[config.mk]
export PLATFORM = sky130hd
export DESIGN_NAME = rtc_serial_pin_interface
export DESIGN_NICKNAME = d
export VERILOG_FILES = /design/src/rtl/rtc_pkg.sv /design/src/rtl/rtc_serial_pin_interface.sv /design/src/rtl/rtc_calendar.sv
export SDC_FILE = /design/constraint.sdc
export NUM_CORES = 1
export LEC_CHECK = 0
export BUFFER_PORTS_ARGS = -buffer_cell sky130_fd_sc_hd__buf_2
export CORE_MARGIN = 3
export CORE_UTILIZATION = 50
export CTS_BUF_LIST = sky130_fd_sc_hd__clkbuf_8 sky130_fd_sc_hd__clkbuf_16
export DETAILED_ROUTE_END_ITERATION = 12
export PLACE_DENSITY = 0.65
export SKIP_CTS_REPAIR_TIMING = 1
export SYNTH_ARGS = -nofsm -noshare
export SYNTH_HDL_FRONTEND = slang
export SYNTH_SLANG_ARGS = --single-unit
export TNS_END_PERCENT = 1
[constraint.sdc]
create_clock -name sys_clk -period 19.74 [get_ports sys_clk]
set_clock_uncertainty 0.1 [all_clocks]
set_input_delay 1.974 -clock sys_clk [delete_from_list [all_inputs] [get_ports sys_clk]]
set_output_delay 1.974 -clock sys_clk [all_outputs]
set_load 0.03 [all_outputs]
[src/rtl/rtc_pkg.sv]
// Shared constants, types and register layout of the serial real-time clock.
package rtc_pkg;

   localparam int SYS_HZ       = 10_000_000;
   localparam int REF_HZ       = 32_768;
   localparam int NCO_W        = 32;
   localparam logic [NCO_W-1:0] NCO_INC =
      NCO_W'((64'(2 * REF_HZ) << NCO_W) / 64'(SYS_HZ));
   localparam int REF_HALF_MIN = SYS_HZ / (2 * REF_HZ);
   localparam int REF_HALF_MAX = REF_HALF_MIN + 1;
   localparam int GAP_W        = 8;

   localparam int BYTE_W       = 8;
   localparam int ADDR_W       = 5;
   localparam int RAM_DEPTH    = 16;
   localparam int RAM_AW       = 4;
   localparam int BIT_CNT_W    = 3;
   localparam int FLAG_W       = 3;
   localparam logic [BIT_CNT_W-1:0] FIRST_BIT = 3'h0;
   localparam logic [BIT_CNT_W-1:0] LAST_BIT  = 3'h7;
   localparam int CMD_RD_BIT   = 7;
   localparam int RAM_SEL_BIT  = 4;

   localparam logic [ADDR_W-1:0] REG_SEC      = 5'h00;
   localparam logic [ADDR_W-1:0] REG_MIN      = 5'h01;
   localparam logic [ADDR_W-1:0] REG_HOUR     = 5'h02;
   localparam logic [ADDR_W-1:0] REG_WEEK     = 5'h03;
   localparam logic [ADDR_W-1:0] REG_DAY      = 5'h04;
   localparam logic [ADDR_W-1:0] REG_MONTH    = 5'h05;
   localparam logic [ADDR_W-1:0] REG_YEAR     = 5'h06;
   localparam logic [ADDR_W-1:0] REG_ALM_MIN  = 5'h07;
   localparam logic [ADDR_W-1:0] REG_ALM_HOUR = 5'h08;
   localparam logic [ADDR_W-1:0] REG_ALM_DAY  = 5'h09;
   localparam logic [ADDR_W-1:0] REG_ALM_WEEK = 5'h0a;
   localparam logic [ADDR_W-1:0] REG_TMR      = 5'h0b;
   localparam logic [ADDR_W-1:0] REG_CTRL     = 5'h0c;
   localparam logic [ADDR_W-1:0] REG_FLAG     = 5'h0d;

   localparam int CTL_UPD_MIN  = 0;
   localparam int CTL_ALM_EN   = 1;
   localparam int CTL_UPD_EN   = 2;
   localparam int CTL_TMR_EN   = 3;
   localparam int FLG_ALM      = 0;
   localparam int FLG_UPD      = 1;
   localparam int FLG_TMR      = 2;
   localparam logic [BYTE_W-1:0] CFG_RESET = 8'h00;
   localparam logic [FLAG_W-1:0] FLAG_RESET = 3'h0;
   localparam logic [BYTE_W-1:0] TMR_ONE   = 8'h01;

   localparam logic [BYTE_W-1:0] SEC_MAX   = 8'h3b;
   localparam logic [BYTE_W-1:0] MIN_MAX   = 8'h3b;
   localparam logic [BYTE_W-1:0] HOUR_MAX  = 8'h17;
   localparam logic [BYTE_W-1:0] WEEK_MAX  = 8'h06;
   localparam logic [BYTE_W-1:0] MONTH_MAX = 8'h0c;
   localparam logic [BYTE_W-1:0] YEAR_MAX  = 8'h63;
   localparam logic [BYTE_W-1:0] FIRST_DAY = 8'h01;
   localparam logic [BYTE_W-1:0] ZERO_B    = 8'h00;
   localparam logic [BYTE_W-1:0] MON_FEB   = 8'h02;
   localparam logic [BYTE_W-1:0] MON_MAR   = 8'h03;
   localparam logic [BYTE_W-1:0] MON_APR   = 8'h04;
   localparam logic [BYTE_W-1:0] MON_JUN   = 8'h06;
   localparam logic [BYTE_W-1:0] MON_SEP   = 8'h09;
   localparam logic [BYTE_W-1:0] MON_NOV   = 8'h0b;
   localparam logic [BYTE_W-1:0] DAYS_28   = 8'h1c;
   localparam logic [BYTE_W-1:0] DAYS_29   = 8'h1d;
   localparam logic [BYTE_W-1:0] DAYS_30   = 8'h1e;
   localparam logic [BYTE_W-1:0] DAYS_31   = 8'h1f;

   typedef struct packed {
      logic [BYTE_W-1:0] sec;
      logic [BYTE_W-1:0] min;
      logic [BYTE_W-1:0] hour;
      logic [BYTE_W-1:0] week;
      logic [BYTE_W-1:0] day;
      logic [BYTE_W-1:0] month;
      logic [BYTE_W-1:0] year;
   } cal_time_type;

   localparam cal_time_type CAL_RESET = '{sec: 8'h00, min: 8'h00, hour: 8'h00,
      week: 8'h00, day: 8'h01, month: 8'h01, year: 8'h00};

   typedef struct packed {
      logic [ADDR_W-1:0] idx;
      logic [BYTE_W-1:0] data;
   } reg_write_type;

   typedef enum logic [1:0] {
      PH_CMD = 2'b00,
      PH_WR  = 2'b01,
      PH_RD  = 2'b10
   } phase_type;

endpackage : rtc_pkg

[src/rtl/rtc_serial_pin_interface.sv]
// Pin-level real-time clock: serial link, reference output, interrupts and user RAM.
`timescale 1ns/10ps
// Contract
// Access only while both enables high
// Deselected: output released, clock and data ignored
// Write mode samples data on rising edge
// Read mode updates output on falling edge
// Reference output driven only while enabled
// Continuous 32.768 kHz push-pull reference clock
// Timer interrupt on open-drain pin
// Alarm and update share second open-drain pin
// Alarm on weekday, day, hour, minute match
// Update interrupt every second or minute
// Automatic leap days, years 2000 to 2099
// Sixteen byte user memory over link
// Host may join data lines, avoiding contention
// Interrupt held low until flag cleared
// Deselect ends transfer, resets shift logic
module rtc_serial_pin_interface #(
   parameter int SEC_CYCLES = rtc_pkg::SYS_HZ
) (
   input  wire logic sys_clk,
   input  wire logic rst,
   input  wire logic ce,
   input  wire logic chip_enable_a,
   input  wire logic chip_enable_b,
   input  wire logic serial_clk,
   input  wire logic serial_data_in,
   output      logic serial_data_out,
   output      logic serial_data_out_oe,
   input  wire logic refclk_out_enable,
   output      logic refclk_out,
   output      logic refclk_out_oe,
   output      logic timer_irq_n,
   output      logic timer_irq_n_oe,
   output      logic alarm_irq_n,
   output      logic alarm_irq_n_oe
);
   import rtc_pkg::*;

   localparam int SEC_W = $clog2(SEC_CYCLES);
   if (SEC_CYCLES < 2) begin : g_bad_sec
      $error("SEC_CYCLES must be at least 2");
   end
   logic                 sel, rise, fall, byte_done, wr_en, cal_we, tmr_load;
   logic                 minute_tick, alarm_match, alarm_set, upd_set, tmr_set;
   logic [BYTE_W-1:0]    in_byte, rd_byte;
   reg_write_type        wr;
   cal_time_type         now;
   logic [FLAG_W-1:0]    flag_clr, flag_set, flags_ff;
   logic [NCO_W:0]       nco_sum;
   logic [SEC_W-1:0]     sec_cnt_ff;
   logic [NCO_W-1:0]     nco_ff;
   logic [GAP_W-1:0]     ref_gap_ff;
   logic                 sec_tick_ff, refclk_ff, refclk_oe_ff, sclk_prev_ff, sdo_ff, sdo_oe_ff;
   logic                 timer_irq_n_n_ff, timer_irq_n_oe_ff, alarm_irq_n_n_ff, alarm_irq_n_oe_ff;
   phase_type            phase_ff;
   logic [BIT_CNT_W-1:0] bit_cnt_ff;
   logic [BYTE_W-1:0]    shift_ff, out_sr_ff, alm_min_ff, alm_hour_ff, alm_day_ff, alm_week_ff;
   logic [BYTE_W-1:0]    tmr_reload_ff, tmr_cnt_ff, ctrl_ff;
   logic [ADDR_W-1:0]    addr_ff;
   logic [BYTE_W-1:0]    ram_ff [RAM_DEPTH];

   // One-second time base from the system clock.
   always_ff @(posedge sys_clk or posedge rst) begin
      if (rst) begin
         sec_cnt_ff  <= '0;
         sec_tick_ff <= 1'b0;
      end else if (ce) begin
         sec_tick_ff <= (sec_cnt_ff == SEC_W'(SEC_CYCLES - 1));
         sec_cnt_ff  <= (sec_cnt_ff == SEC_W'(SEC_CYCLES - 1)) ? '0 : sec_cnt_ff + 1'b1;
      end
   end

   // A phase accumulator gives the reference clock; the period jitters by one
   // system cycle because 10 MHz is no integer multiple of the reference.
   assign nco_sum = {1'b0, nco_ff} + {1'b0, NCO_INC};

   always_ff @(posedge sys_clk or posedge rst) begin
      if (rst) begin
         nco_ff       <= '0;
         refclk_ff    <= 1'b0;
         refclk_oe_ff <= 1'b0;
         ref_gap_ff   <= '0;
      end else if (ce) begin
         nco_ff       <= nco_sum[NCO_W-1:0];
         refclk_oe_ff <= refclk_out_enable;
         if (nco_sum[NCO_W]) begin
            refclk_ff  <= ~refclk_ff;
            ref_gap_ff <= '0;
         end else begin
            ref_gap_ff <= ref_gap_ff + 1'b1;
         end
      end
   end

   // Serial link front end.
   assign sel       = chip_enable_a & chip_enable_b;
   assign rise      = sel & serial_clk & ~sclk_prev_ff;
   assign fall      = sel & ~serial_clk & sclk_prev_ff;
   assign byte_done = rise && (bit_cnt_ff == LAST_BIT);
   assign in_byte   = {shift_ff[BYTE_W-2:0], serial_data_in};
   assign wr_en     = byte_done && (phase_ff == PH_WR);
   assign wr        = '{idx: addr_ff, data: in_byte};
   assign cal_we    = wr_en && !addr_ff[RAM_SEL_BIT] && (addr_ff <= REG_YEAR);

   always_ff @(posedge sys_clk or posedge rst) begin
      if (rst) begin
         sclk_prev_ff <= 1'b0;
      end else if (ce) begin
         sclk_prev_ff <= serial_clk;
      end
   end

   always_ff @(posedge sys_clk or posedge rst) begin
      if (rst) begin
         phase_ff   <= PH_CMD;
         bit_cnt_ff <= FIRST_BIT;
         shift_ff   <= '0;
         addr_ff    <= '0;
      end else if (ce) begin
         if (!sel) begin
            phase_ff   <= PH_CMD;
            bit_cnt_ff <= FIRST_BIT;
         end else if (rise) begin
            shift_ff   <= in_byte;
            bit_cnt_ff <= bit_cnt_ff + 1'b1;
            if (bit_cnt_ff == LAST_BIT) begin
               case (phase_ff)
                  PH_CMD: begin
                     phase_ff <= in_byte[CMD_RD_BIT] ? PH_RD : PH_WR;
                     addr_ff  <= in_byte[ADDR_W-1:0];
                  end
                  default: addr_ff <= addr_ff + 1'b1;
               endcase
            end
         end
      end
   end

   // Read data: the first bit of each byte leaves on the falling edge that
   // follows the byte boundary, so the host samples it on the next rise.
   always_ff @(posedge sys_clk or posedge rst) begin
      if (rst) begin
         sdo_ff    <= 1'b0;
         sdo_oe_ff <= 1'b0;
         out_sr_ff <= '0;
      end else if (ce) begin
         if (!sel) begin
            sdo_oe_ff <= 1'b0;
         end else if (fall && phase_ff == PH_RD) begin
            sdo_oe_ff <= 1'b1;
            if (bit_cnt_ff == FIRST_BIT) begin
               sdo_ff    <= rd_byte[BYTE_W-1];
               out_sr_ff <= {rd_byte[BYTE_W-2:0], 1'b0};
            end else begin
               sdo_ff    <= out_sr_ff[BYTE_W-1];
               out_sr_ff <= {out_sr_ff[BYTE_W-2:0], 1'b0};
            end
         end
      end
   end

   always_comb begin
      rd_byte = '0;
      if (addr_ff[RAM_SEL_BIT]) begin
         rd_byte = ram_ff[addr_ff[RAM_AW-1:0]];
      end else begin
         case (addr_ff)
            REG_SEC:      rd_byte = now.sec;
            REG_MIN:      rd_byte = now.min;
            REG_HOUR:     rd_byte = now.hour;
            REG_WEEK:     rd_byte = now.week;
            REG_DAY:      rd_byte = now.day;
            REG_MONTH:    rd_byte = now.month;
            REG_YEAR:     rd_byte = now.year;
            REG_ALM_MIN:  rd_byte = alm_min_ff;
            REG_ALM_HOUR: rd_byte = alm_hour_ff;
            REG_ALM_DAY:  rd_byte = alm_day_ff;
            REG_ALM_WEEK: rd_byte = alm_week_ff;
            REG_TMR:      rd_byte = tmr_reload_ff;
            REG_CTRL:     rd_byte = ctrl_ff;
            REG_FLAG:     rd_byte = BYTE_W'(flags_ff);
            default:      rd_byte = '0;
         endcase
      end
   end

   // User memory holds no reset so it can map to a plain RAM.
   always_ff @(posedge sys_clk) begin
      if (ce && wr_en && addr_ff[RAM_SEL_BIT]) begin
         ram_ff[addr_ff[RAM_AW-1:0]] <= in_byte;
      end
   end

   always_ff @(posedge sys_clk or posedge rst) begin
      if (rst) begin
         alm_min_ff    <= CFG_RESET;
         alm_hour_ff   <= CFG_RESET;
         alm_day_ff    <= CFG_RESET;
         alm_week_ff   <= CFG_RESET;
         tmr_reload_ff <= CFG_RESET;
         ctrl_ff       <= CFG_RESET;
      end else if (ce && wr_en) begin
         case (addr_ff)
            REG_ALM_MIN:  alm_min_ff    <= in_byte;
            REG_ALM_HOUR: alm_hour_ff   <= in_byte;
            REG_ALM_DAY:  alm_day_ff    <= in_byte;
            REG_ALM_WEEK: alm_week_ff   <= in_byte;
            REG_TMR:      tmr_reload_ff <= in_byte;
            REG_CTRL:     ctrl_ff       <= in_byte;
            default: ;
         endcase
      end
   end

   rtc_calendar u_calendar (
      .sys_clk     (sys_clk),
      .rst         (rst),
      .ce          (ce),
      .sec_tick    (sec_tick_ff),
      .wr_en       (cal_we),
      .wr          (wr),
      .now         (now),
      .minute_tick (minute_tick)
   );
   // Interrupt events.
   assign tmr_load    = wr_en && (addr_ff == REG_TMR);
   assign alarm_match = (now.min == alm_min_ff) && (now.hour == alm_hour_ff)
                        && (now.day == alm_day_ff) && (now.week == alm_week_ff);
   assign alarm_set   = minute_tick && ctrl_ff[CTL_ALM_EN] && alarm_match;
   assign upd_set     = ctrl_ff[CTL_UPD_EN]
                        && (ctrl_ff[CTL_UPD_MIN] ? minute_tick : sec_tick_ff);
   assign tmr_set     = sec_tick_ff && ctrl_ff[CTL_TMR_EN] && !tmr_load
                        && (tmr_cnt_ff <= TMR_ONE);
   assign flag_set    = {tmr_set, upd_set, alarm_set};
   // Writing a zero clears a flag; a new event in the same cycle still wins.
   assign flag_clr    = (wr_en && addr_ff == REG_FLAG) ? ~in_byte[FLAG_W-1:0] : '0;

   always_ff @(posedge sys_clk or posedge rst) begin
      if (rst) begin
         tmr_cnt_ff <= CFG_RESET;
      end else if (ce) begin
         if (tmr_load) begin
            tmr_cnt_ff <= in_byte;
         end else if (sec_tick_ff && ctrl_ff[CTL_TMR_EN]) begin
            tmr_cnt_ff <= (tmr_cnt_ff <= TMR_ONE) ? tmr_reload_ff : tmr_cnt_ff - 8'h01;
         end
      end
   end

   always_ff @(posedge sys_clk or posedge rst) begin
      if (rst) begin
         flags_ff <= FLAG_RESET;
      end else if (ce) begin
         flags_ff <= (flags_ff & ~flag_clr) | flag_set;
      end
   end
   // Open-drain pins: the level is low whenever the enable is set, the enable carries the state.
   always_ff @(posedge sys_clk or posedge rst) begin
      if (rst) begin
         timer_irq_n_n_ff  <= 1'b1;
         timer_irq_n_oe_ff <= 1'b0;
         alarm_irq_n_n_ff  <= 1'b1;
         alarm_irq_n_oe_ff <= 1'b0;
      end else if (ce) begin
         timer_irq_n_n_ff  <= ~flags_ff[FLG_TMR];
         timer_irq_n_oe_ff <= flags_ff[FLG_TMR];
         alarm_irq_n_n_ff  <= ~(flags_ff[FLG_ALM] | flags_ff[FLG_UPD]);
         alarm_irq_n_oe_ff <= flags_ff[FLG_ALM] | flags_ff[FLG_UPD];
      end
   end
   assign serial_data_out    = sdo_ff;
   assign serial_data_out_oe = sdo_oe_ff;
   assign refclk_out         = refclk_ff;
   assign refclk_out_oe      = refclk_oe_ff;
   assign timer_irq_n        = timer_irq_n_n_ff;
   assign timer_irq_n_oe     = timer_irq_n_oe_ff;
   assign alarm_irq_n        = alarm_irq_n_n_ff;
   assign alarm_irq_n_oe     = alarm_irq_n_oe_ff;
   chk_deselect_reset: assert property (
      @(posedge sys_clk) disable iff (rst)
      (ce && !sel) |=> (phase_ff == PH_CMD && bit_cnt_ff == FIRST_BIT))
      else $error("Deselect did not reset the shift logic");
   chk_dout_release: assert property (
      @(posedge sys_clk) disable iff (rst)
      (ce && !sel) |=> !serial_data_out_oe)
      else $error("Data output driven while deselected");
   chk_write_sample: assert property (
      @(posedge sys_clk) disable iff (rst)
      (ce && rise) |=> shift_ff[0] == $past(serial_data_in))
      else $error("Rising edge did not sample the data input");
   chk_read_edge: assert property (
      @(posedge sys_clk) disable iff (rst)
      $changed(serial_data_out) |-> $past(ce && fall && phase_ff == PH_RD))
      else $error("Read data changed outside a falling edge");
   chk_ref_enable: assert property (
      @(posedge sys_clk) disable iff (rst)
      ce |=> refclk_out_oe == $past(refclk_out_enable))
      else $error("Reference output enable does not follow its input");
   chk_ref_period: assert property (
      @(posedge sys_clk) disable iff (rst)
      (ce && nco_sum[NCO_W]) |-> (ref_gap_ff >= GAP_W'(REF_HALF_MIN - 1)
                                  && ref_gap_ff <= GAP_W'(REF_HALF_MAX - 1)))
      else $error("Reference half period out of range");
   chk_ref_alive: assert property (
      @(posedge sys_clk) disable iff (rst)
      ref_gap_ff <= GAP_W'(REF_HALF_MAX - 1))
      else $error("Reference clock stopped toggling");
   chk_timer_pin: assert property (
      @(posedge sys_clk) disable iff (rst)
      (ce && flags_ff[FLG_TMR]) |=> (timer_irq_n_oe && !timer_irq_n))
      else $error("Timer flag not pulling its pin low");
   chk_alarm_pin: assert property (
      @(posedge sys_clk) disable iff (rst)
      (ce && !flags_ff[FLG_ALM] && !flags_ff[FLG_UPD]) |=> !alarm_irq_n_oe)
      else $error("Alarm pin driven without alarm or update flag");
   chk_alarm_set: assert property (
      @(posedge sys_clk) disable iff (rst)
      (ce && minute_tick && ctrl_ff[CTL_ALM_EN] && alarm_match)
      |=> flags_ff[FLG_ALM] ##1 (!$past(ce) || alarm_irq_n_oe))
      else $error("Alarm match did not raise the alarm interrupt");
   chk_update_set: assert property (
      @(posedge sys_clk) disable iff (rst)
      (ce && ctrl_ff[CTL_UPD_EN] && !ctrl_ff[CTL_UPD_MIN] && sec_tick_ff)
      |=> flags_ff[FLG_UPD])
      else $error("Second update did not set its flag");
   chk_ram_write: assert property (
      @(posedge sys_clk) disable iff (rst)
      (ce && wr_en && addr_ff[RAM_SEL_BIT])
      |=> ram_ff[$past(addr_ff[RAM_AW-1:0])] == $past(in_byte))
      else $error("User memory write lost");
   chk_flag_hold: assert property (
      @(posedge sys_clk) disable iff (rst)
      (flags_ff[FLG_TMR] && !(ce && flag_clr[FLG_TMR])) |=> flags_ff[FLG_TMR])
      else $error("Timer flag dropped without a clear");
endmodule : rtc_serial_pin_interface

[src/rtl/rtc_calendar.sv]
// Time and calendar counters with leap-year handling for years 2000 to 2099.
`timescale 1ns/10ps
module rtc_calendar (
   input  wire logic                   sys_clk,
   input  wire logic                   rst,
   input  wire logic                   ce,
   input  wire logic                   sec_tick,
   input  wire logic                   wr_en,
   input  wire rtc_pkg::reg_write_type wr,
   output      rtc_pkg::cal_time_type  now,
   output      logic                   minute_tick
);
   import rtc_pkg::*;

   cal_time_type now_ff;
   logic         minute_tick_ff;

   // Every year divisible by four is a leap year inside the supported century.
   function automatic logic [BYTE_W-1:0] month_len(input logic [BYTE_W-1:0] month,
                                                    input logic [BYTE_W-1:0] year);
      case (month)
         MON_FEB: month_len = (year[1:0] == 2'h0) ? DAYS_29 : DAYS_28;
         MON_APR, MON_JUN, MON_SEP, MON_NOV: month_len = DAYS_30;
         default: month_len = DAYS_31;
      endcase
   endfunction : month_len

   always_ff @(posedge sys_clk or posedge rst) begin
      if (rst) begin
         now_ff         <= CAL_RESET;
         minute_tick_ff <= 1'b0;
      end else if (ce) begin
         minute_tick_ff <= 1'b0;
         if (wr_en) begin
            // A host write replaces the field and swallows a coinciding tick.
            case (wr.idx)
               REG_SEC:   now_ff.sec   <= wr.data;
               REG_MIN:   now_ff.min   <= wr.data;
               REG_HOUR:  now_ff.hour  <= wr.data;
               REG_WEEK:  now_ff.week  <= wr.data;
               REG_DAY:   now_ff.day   <= wr.data;
               REG_MONTH: now_ff.month <= wr.data;
               REG_YEAR:  now_ff.year  <= wr.data;
               default: ;
            endcase
         end else if (sec_tick) begin
            if (now_ff.sec < SEC_MAX) begin
               now_ff.sec <= now_ff.sec + 8'h01;
            end else begin
               now_ff.sec     <= ZERO_B;
               minute_tick_ff <= 1'b1;
               if (now_ff.min < MIN_MAX) begin
                  now_ff.min <= now_ff.min + 8'h01;
               end else begin
                  now_ff.min <= ZERO_B;
                  if (now_ff.hour < HOUR_MAX) begin
                     now_ff.hour <= now_ff.hour + 8'h01;
                  end else begin
                     now_ff.hour <= ZERO_B;
                     now_ff.week <= (now_ff.week < WEEK_MAX) ? now_ff.week + 8'h01 : ZERO_B;
                     if (now_ff.day < month_len(now_ff.month, now_ff.year)) begin
                        now_ff.day <= now_ff.day + 8'h01;
                     end else begin
                        now_ff.day <= FIRST_DAY;
                        if (now_ff.month < MONTH_MAX) begin
                           now_ff.month <= now_ff.month + 8'h01;
                        end else begin
                           now_ff.month <= FIRST_DAY;
                           now_ff.year  <= (now_ff.year < YEAR_MAX) ? now_ff.year + 8'h01 : ZERO_B;
                        end
                     end
                  end
               end
            end
         end
      end
   end

   assign now         = now_ff;
   assign minute_tick = minute_tick_ff;

   chk_leap_day: assert property (
      @(posedge sys_clk) disable iff (rst)
      (ce && sec_tick && !wr_en && now_ff.month == MON_FEB && now_ff.day == DAYS_28
       && now_ff.hour == HOUR_MAX && now_ff.min == MIN_MAX && now_ff.sec == SEC_MAX)
      |=> (now_ff.year[1:0] == 2'h0) ? (now_ff.day == DAYS_29) : (now_ff.month == MON_MAR))
      else $error("February end of month handled wrongly");

endmodule : rtc_calendar

---- Word-level counts from Yosys, hierarchy flattened ----
Memories as Yosys holds them, arrays and structs flattened.
Index checks and enable logic that the tools add are counted.
W data, S select, Z words.
storage, ports and cells
  logic and storage cells ................. 214
  input port bits ......................... 8
  register bits ........................... 207
  RAM bits ................................ 128
  memories kept ........................... 1
  output and inout bits ................... 8
memory list
  memory  depth  width  read ports  clocked after memory_dff  write ports  RTL line                        source
  ram_ff  16     8      1           0                         1            rtc_serial_pin_interface.sv:62  logic [BYTE_W-1:0] ram_ff [RAM_DEPTH];
cells by class
  equality and inequality tests ........... 42
  magnitude comparators ................... 9
  mux-type cells .......................... 54
  add/sub/neg operators ................... 12
  bitwise gates (word level) .............. 15
  reductions and logical operators ........ 48
operators by type and width
  operator                  count
  $mux W8                   26
  $mux W56                  2
  $pmux W8 S14              1
  $add A8 B1 Y8 const B     7
  $mux W48                  1
  $mux W40                  1
  $add A32 B25 Y33 const B  1
  $eq A8 B8 Y1              4
  $mux W32                  1
  $eq A5 B4 Y1 const B      6
  $add A24 B1 Y24 const B   1
  $eq A24 B24 Y1 const B    1
  $mux W24                  1
  $ne A2 B1 Y1 const B      11
  $eq A5 B3 Y1 const B      4
  $reduce_and A2 Y1         10
  $logic_and A1 B1 Y1       18
  $eq A8 B3 Y1 const B      2
  $eq A8 B4 Y1 const B      2
  $lt A8 B6 Y1 const B      2
  $mux W16                  1
  $pmux W8 S2               1
  $reduce_and A4 Y1         3
  $reduce_and A6 Y1         2
  other kinds (37)          71

---- Logic depth before layout (Yosys ltp) ----
Gate-level depths: netlist of the first run.
  depth after elaboration ................. 16
  mapped depth ............................ 12
  gate-level depth less buffers ........... 10

---- Modules after synthesis ----
From an unflattened synthesis of the first run, not the netlist that was laid out.
second synthesis, totals
  cells, all modules ...................... 1408
  area total of the unflattened synthesis .. 16243.1 um^2
by module, submodules not included
  module                    area an instance (um^2)  instances  cells an instance
  rtc_serial_pin_interface  13021.2                  1          1049
  rtc_calendar              3221.8                   1          359

---- Worst setup path after synthesis of the first run ----
Ideal clock, no wire load.
  kind .................................... input to register
  start ................................... input ce
  end ..................................... memory ram_ff[0][0] (enable)
  stages .................................. 8
  path buffers ............................ 2
  setup time .............................. 383 ps
  arrival time ............................ 3794 ps
  required time ........................... 19257 ps
  path slack .............................. 15463 ps
  cell sequence ........................... buf_2 nand3_1 nor3b_2 nor2b_1 clkbuf_1 and2_1 nand2_1 nor3_1
on the way
  word-level cells in the longest chain between the ends .. 4
ends and longest elaborated chain
  item                               RTL line                         source
  start: declaration                 rtc_serial_pin_interface.sv:24   input wire logic ce,
  $logic_and A1 B1 Y1 (2 in series)  rtc_serial_pin_interface.sv:191  if (ce && wr_en && addr_ff[RAM_SEL_BIT]) begin
  $mux W1                            rtc_serial_pin_interface.sv:191
  $mux W1 (not written as such)      rtc_serial_pin_interface.sv:192  ram_ff[addr_ff[RAM_AW-1:0]] <= in_byte;
  end: declaration                   rtc_serial_pin_interface.sv:62
Every way passes these cells.

---- Final worst setup path of the first run ----
  start ................................... input ce
  end ..................................... memory ram_ff[2][0] (enable)
Same word-level chain as after synthesis.

==> results of run 1 <==
-- area by class of cell --
cell class,count,share of cell area (%)
clock buffers,45,5.75
inverters,33,0.729
flip-flops and latches,334,50.0
clock inverters,21,1.30
repair buffers,33,1.17
well taps,435,3.02
multi-input cells,913,38.1
-- flip-flops by register name (all words and copies together) (netlist names), 7 cells and up --
register	cells
alm_day_ff	8
alm_hour_ff	8
alm_min_ff	8
alm_week_ff	8
ctrl_ff	8
nco_ff	32
out_sr_ff	7
ram_ff	128
sec_cnt_ff	24
shift_ff	7
tmr_cnt_ff	8
tmr_reload_ff	8
u_calendar.now	56
-- cells by family (layout without fill, tap and decap cells) --
family                     Yosys count  count (layout)  synth area share, %
buffers and inverters              107             132                 2.69
DFF                                334             334                 55.2
xor gates and xnor gates            92              92                 4.94
muxes                              152             152                 13.1
adders and majority gates           23              23                 1.77
and+or+nand+nor                    392             392                 12.0
AOI/OAI and AO/OA                  254             254                 10.2
-- worst reg2reg max path, stage by stage, from the launching register on --
cell,delay (ns)
dfrtp_1,0.81
buf_4,0.43
ha_1,0.71
nand2b_1,0.26
nor4_4,0.83
nand2_2,0.32
and2_1,0.41
a211oi_1,0.30
a21oi_1,0.07
-- path summary, 6_finish.rpt --
path	startpoint	to	slack, ns	cells after the start
setup reg to reg	addr_ff[1]	tmr_cnt_ff[7]	15.37	8
hold reg to reg	refclk_out	refclk_out	0.36	1
min in group asynchronous	rst	u_calendar.now[4]	1.55	2
setup / recovery	ce	ram_ff[2][0]	14.65	9
hold / removal	refclk_out	refclk_out	0.36	1
max in group asynchronous	rst	addr_ff[3]	16.34	3
-- synthesized netlist by cell type, drive strengths merged (14+ instances only) --
library cell | n | area [sq um]
o21ai | 84 | 428
buf | 35 | 168
dfrtp | 202 | 5050
xnor2 | 44 | 385
ha | 23 | 288
nand4 | 20 | 125
a21oi | 52 | 272
inv | 33 | 124
mux2 | 82 | 923
nor2b | 15 | 93.8
edfxtp | 128 | 3840
a211oi | 14 | 110
mux2i | 29 | 290
nand2 | 125 | 472
xor2 | 48 | 420
mux4 | 41 | 923
a31oi | 14 | 87.6
clkbuf | 39 | 146
nor3 | 22 | 110
nand3 | 30 | 155
nor2 | 105 | 397
-- report_power, final --
group          internal, mW  total (mW)  switching [mW]
clock network         0.438       0.708           0.271
registers             0.775       0.838          0.0624
logic                0.0646       0.148          0.0839
total                  1.28        1.69           0.417
-- metal layers --
metal,share of wire (%),vias to the layer above,GRT usage (%)
met1,44,5544,34.8
met2,45,448,36.2
met5,0.12,-,1.10
met4,2.5,2,6.28
met3,8.6,81,5.32
li1,-,4991,-
-- per-stage QoR --
stage	cell area (sq um)	hold slack, ns	util [%]
after global placement	16800	0.348	52.6
after global routing	18000	0.378	56.6
after floorplan	16300	0.323	-
after detailed placement	16800	0.351	52.6
final	18000	0.359	56.6
after CTS	18000	0.363	56.6
==> metrics.txt, run 1 <==
status=finished clean; Vias/cell=6.10; initial core utilization=51.1%; per-cell routed wire length=22.6 um; Final setup viols=0; fillers=2624; DR pass1 iterations=8; critical-path cell list=buf_2, buf_4, nand3_1, nor3b_2, buf_4, nor2b_1, and2_1, nand2_1, nor3_1; multi-input logic area=6870 sq um; clk buf depth=3; async set-or-reset flop fraction in the synthesized netlist=61.7%; Worst Slack Setup Final=14.65 ns; global-route wire length before repair=65000 um; Seq/Total Area, Yosys=55.2%; Post-DP HPWL=27800 um; predominant post-synthesis flop cell=dfrtp_1; Pleak=7.29 nW; library cells used by synthesis=84; Worst path max stage delay=0.99 ns; Layout Nets=1383; Num CTS Buffers=37; worst path bufs/invs=3; largest net degree at the start of global routing=129; highest-count cells in the layout ignoring fill and taps=dfrtp_1, edfxtp_1, nand2_1; Placed Cells incl. Taps=1748; Mapped Nets=1385; Peak supply drop=0.0000572 V; # IOs=16; H-tree Lvls=2; Die ar.=34800 sq um; Tmin final=5.09 ns; CP endpoint kind=flip-flop; EDFF count, synth=128; CP startpoint kind=input port; PD cells=94.0 nW/um^2; number of I/O port buffers=15; # Max-Cap Violations=0; CP Data Required Time=19.75 ns; # DRC=0; #FFs+latches synth=334; routability cong.=0.997; Fmax=196 MHz; CP max stage cell=nor3_1; Iteration-0 DRC Markers=1341; final-report max-slew violation count=0; ratio of cells with drive above 1 in the final layout=17.5%; syn_area_per_cell=12.0 sq um; Layout area overhead=10.6%; Core Footprint=31900 sq um; TritonCTS Sinks=334; FF/Latch Area=9010 sq um; number of global-route vias before repair=10900; Ant. Diodes=0; Critical Path AT=5.10 ns; Mapped Area=16300 sq um; Worst-Margin Slew=1.23 ns; post-route ant nets=0; worst-path fanout max=37; initial antenna violation count=0; Place WS=14.12 ns; Yosys warnings=0; clk_lat worst skew=0.52 ns; Total Power=1.69 mW; Setup TNS=0 ns; Final Hold Fails=0; CTS tree=built; routed vias=11100; cell row count=65; headroom to the max-slew limit=17.5%; Root Buffer=clkbuf_16; most common cell after layout, fill and taps aside=dfrtp_1; Cell Count, Final, Fillers Out=1814; worst hold path type=flip-flop to flip-flop; Crit path top cell by count=buf_4; total track usage=23.8%; RSZ-0062 raised after global routing=false; die extent in y=187 um; Die W=187 um; final WL=41100 um; period utilization=25.8%; Clock transition at path regs=0.06 ns; Crit path max-delay family=simple AND/OR/NAND/NOR gates; Setup CP Type=input port to flip-flop; global route total overflow=0; Gate Count Post-Synth=1354
Note: power is estimated with default switching activity, not from simulation.
==> inputs of run 2 (changes only) <==
--- a/config.mk
+++ b/config.mk
@@ -5,6 +5,7 @@
 export SDC_FILE = /design/constraint.sdc
 export NUM_CORES = 1
 export LEC_CHECK = 0
+export ABC_AREA = 1
 export BUFFER_PORTS_ARGS = -buffer_cell sky130_fd_sc_hd__buf_2
 export CORE_MARGIN = 3
 export CORE_UTILIZATION = 50
==> constraint.sdc (replaced) <==
create_clock -name sys_clk -period 5.2 [get_ports sys_clk]
set_clock_uncertainty 0.1 [all_clocks]
set_input_delay 0.52 -clock sys_clk [delete_from_list [all_inputs] [get_ports sys_clk]]
set_output_delay 0.52 -clock sys_clk [all_outputs]
set_load 0.03 [all_outputs]
==> run 2 against run 1 <==
Compared with the run above: power grew to 4.0 times the previous value; critical path depth is 1 lower; worst setup slack worse by 13 ns; sequential power increased to 3.8 times the previous value; global-route usage is 1.7 points higher; final cell count grew 45%; register-to-register slack lost 13 ns; worst hold slack got worse by 0.26 ns; flip-flop and latch count unchanged; critical path type is now flip-flop to flip-flop; largest power group unchanged.
==> metrics.txt, run 2 <==
status=finished clean; total track usage=25.5%; number of I/O port buffers=15; Layout area overhead=10.1%; fraction of the mapped netlist area in simple logic gates=28.0%; Mapped Area=17500 sq um; share of the synthesized area in the top cell type=28.8%; DR pass1 iterations=8; WL met1=22400 um; Core Footprint=34000 sq um; final WL=48300 um; Die W=193 um; number of global-route vias before repair=13600; Peak supply drop=0.000276 V; Setup CP Type=flip-flop to flip-flop; worst r2r src=bit_cnt_ff[0]; clk buf depth=3; Yosys warnings=0; highest-count cells in the layout ignoring fill and taps=nand2_1, nor2_1, o21ai_0; global-route wire length before repair=76600 um; Switching Share=28.0%; per-cell routed wire length=18.3 um; CP endpoint kind=flip-flop; H-tree Lvls=2; Tmin final=3.31 ns; die extent in y=193 um; final hold slack=0.0997 ns; global route total overflow=0; met3 routed WL=2990 um; initial antenna violation count=0; # DRC=0; worst-path fanout max=12; FF-to-FF setup slack=1.89 ns; CP endpoint=ram_ff[5][5]; largest family of logic cells by synthesized area=simple AND/OR/NAND/NOR gates; Reg-to-Reg End=ram_ff[5][5]; switching power=1.91 mW; CP startpoint kind=flip-flop; synth cell count leaders=nand2_1, nor2_1, o21ai_0; Post-DP HPWL=33200 um; CP Data Required Time=5.23 ns; highest routed layer=met4; Num CTS Buffers=38; Ant. Diodes=0; post-route ant nets=0; Layout Nets=2190; Root Buffer=clkbuf_16; Yosys top cell by area=dfrtp_1; largest net degree at the start of global routing=137; clk_lat worst skew=0.53 ns; predominant post-synthesis flop cell=dfrtp_1; # Max-Cap Violations=0; TritonCTS Sinks=334; final-report max-slew violation count=0; Synth Area in Adders=1.64%; Die ar.=37400 sq um; Pint=4.91 mW; async set-or-reset flop fraction in the synthesized netlist=61.7%; Mapped Nets=2179; Clock transition at path regs=0.06 ns; ratio of cells with drive above 1 in the final layout=6.95%; library cells used by synthesis=50; mux contribution to synthesized area=0%; Critical Path AT=3.34 ns; syn_area_per_cell=8.16 sq um; Seq/Total Area, Yosys=51.3%; CP Launch Point=bit_cnt_ff[0]; # IOs=16; sequential fraction of design power=46.8%; routed vias=14400; share of power burned in the clock network=40.3%; most numerous cell in the Yosys netlist=nand2_1; EDFF count, synth=128; period utilization=63.6%; routability cong.=0.944; CTS tree=built; Final setup viols=0; combinational share of power=12.9%; worst reg2reg path depth=8; Compound-Gate Fraction of Synth Area=9.35%; max reg flops=128; initial core utilization=51.5%; RSZ-0062 raised after global routing=false; met2 WL=21600 um; Final Hold Fails=0; headroom to the max-slew limit=27.6%; most common cell after layout, fill and taps aside=nand2_1; PD cells=353 nW/um^2; most area-consuming cells after synthesis=dfrtp_1, edfxtp_1, nand2_1; #FFs+latches synth=334; Pleak=8.75 nW; Fmax=302 MHz; Worst-Margin Slew=1.08 ns; Iteration-0 DRC Markers=1305; Setup TNS=0 ns; cell row count=67; Vias/cell=5.47; Gate Count Post-Synth=2148; worst hold path type=input port to flip-flop; Synth Area in XOR/XNOR=3.70%
==> run 2: cell count changes in the layout (fill, tap and decap cells not counted), sizes merged, moves of 23 or more <==
| cell | delta |
|---|---|
| inv | +164 |
| mux2 | -82 |
| mux2i | -29 |
| mux4 | -41 |
| nand2 | +504 |
| nand3 | +82 |
| nand4 | +23 |
| nor2 | +183 |
| nor3 | +26 |
| o21ai | +163 |
==> run 2: routing by layer <==
| layer | global-route usage [%] | up-vias |
|---|---|---|
| met5 | 0 | - |
| met4 | 7.02 | 0 |
| met3 | 3.55 | 89 |
| met2 | 39.4 | 438 |
| met1 | 37.9 | 6853 |
| li1 | - | 7050 |
==> run 2: logic make-up (layout without fill, tap and decap cells) <==
group	after synthesis	in the layout
compound gates	312	312
simple gates	1143	1143
flops	334	334
fa+ha+maj	23	23
xor+xnor	74	74
buf+inv	262	302
==> run 2: metrics by stage <==
| stage | power, mW | cells | setup slack [ns] | instance area, sq um | utilization, % |
|---|---|---|---|---|---|
| 2_1_floorplan | 3.80 | 2148 | 1.91 | 17500 | - |
| 3_3_place_gp | 4.09 | 2567 | 1.89 | 18000 | 53.0 |
| 3_5_place_dp | 4.12 | 2567 | 1.76 | 18000 | 53.0 |
| 4_1_cts | 6.87 | 2636 | 1.89 | 19300 | 56.7 |
| 5_1_grt | 7.13 | 2636 | 1.63 | 19300 | 56.7 |
| 6_report | 6.82 | 2636 | 1.89 | 19300 | 56.7 |
==> run 2: cell type report <==
class	count	area [sq um]
Inverter	199	753
Clock inverter	26	254
Timing Repair Buffer	34	230
Multi-Input combinational cell	1552	7480
Clock buffer	43	1030
Fill cell	3176	14700
Tap cell	448	561
Sequential cell	334	9000
==> run 2: power by group through the flow <==
stage / Combinational, mW / Clock (mW) / Sequential, mW
after CTS: 0.884 / 2.80 / 3.19
after global placement: 0.860 / 0 / 3.23
after floorplan: 0.610 / 0 / 3.19
after global routing: 1.01 / 2.90 / 3.22
after detailed placement: 0.883 / 0 / 3.24
final: 0.879 / 2.75 / 3.19
==> run 2: critical path, stage by stage (launching register included) <==
cell and delay, ns:
dfrtp_1 0.39, ha_1 0.17, ha_1 0.20, nand3_1 0.16, inv_1 0.08, nand2_1 0.07
nor2_2 0.36, nand2_1 0.42, nor3_1 0.96
==> run 2: how the worst min path moves through the flow <==
stage | start | to | cells past startpoint
after floorplan | u_calendar.now[12] | u_calendar.now[12] | 2
after global placement | refclk_out_oe | refclk_out_oe | 2
after detailed placement | timer_irq_n_oe | timer_irq_n_oe | 2
after CTS | refclk_out_enable | refclk_out_oe | 3
after global routing | refclk_out_enable | refclk_out_oe | 3
final | refclk_out_enable | refclk_out_oe | 3
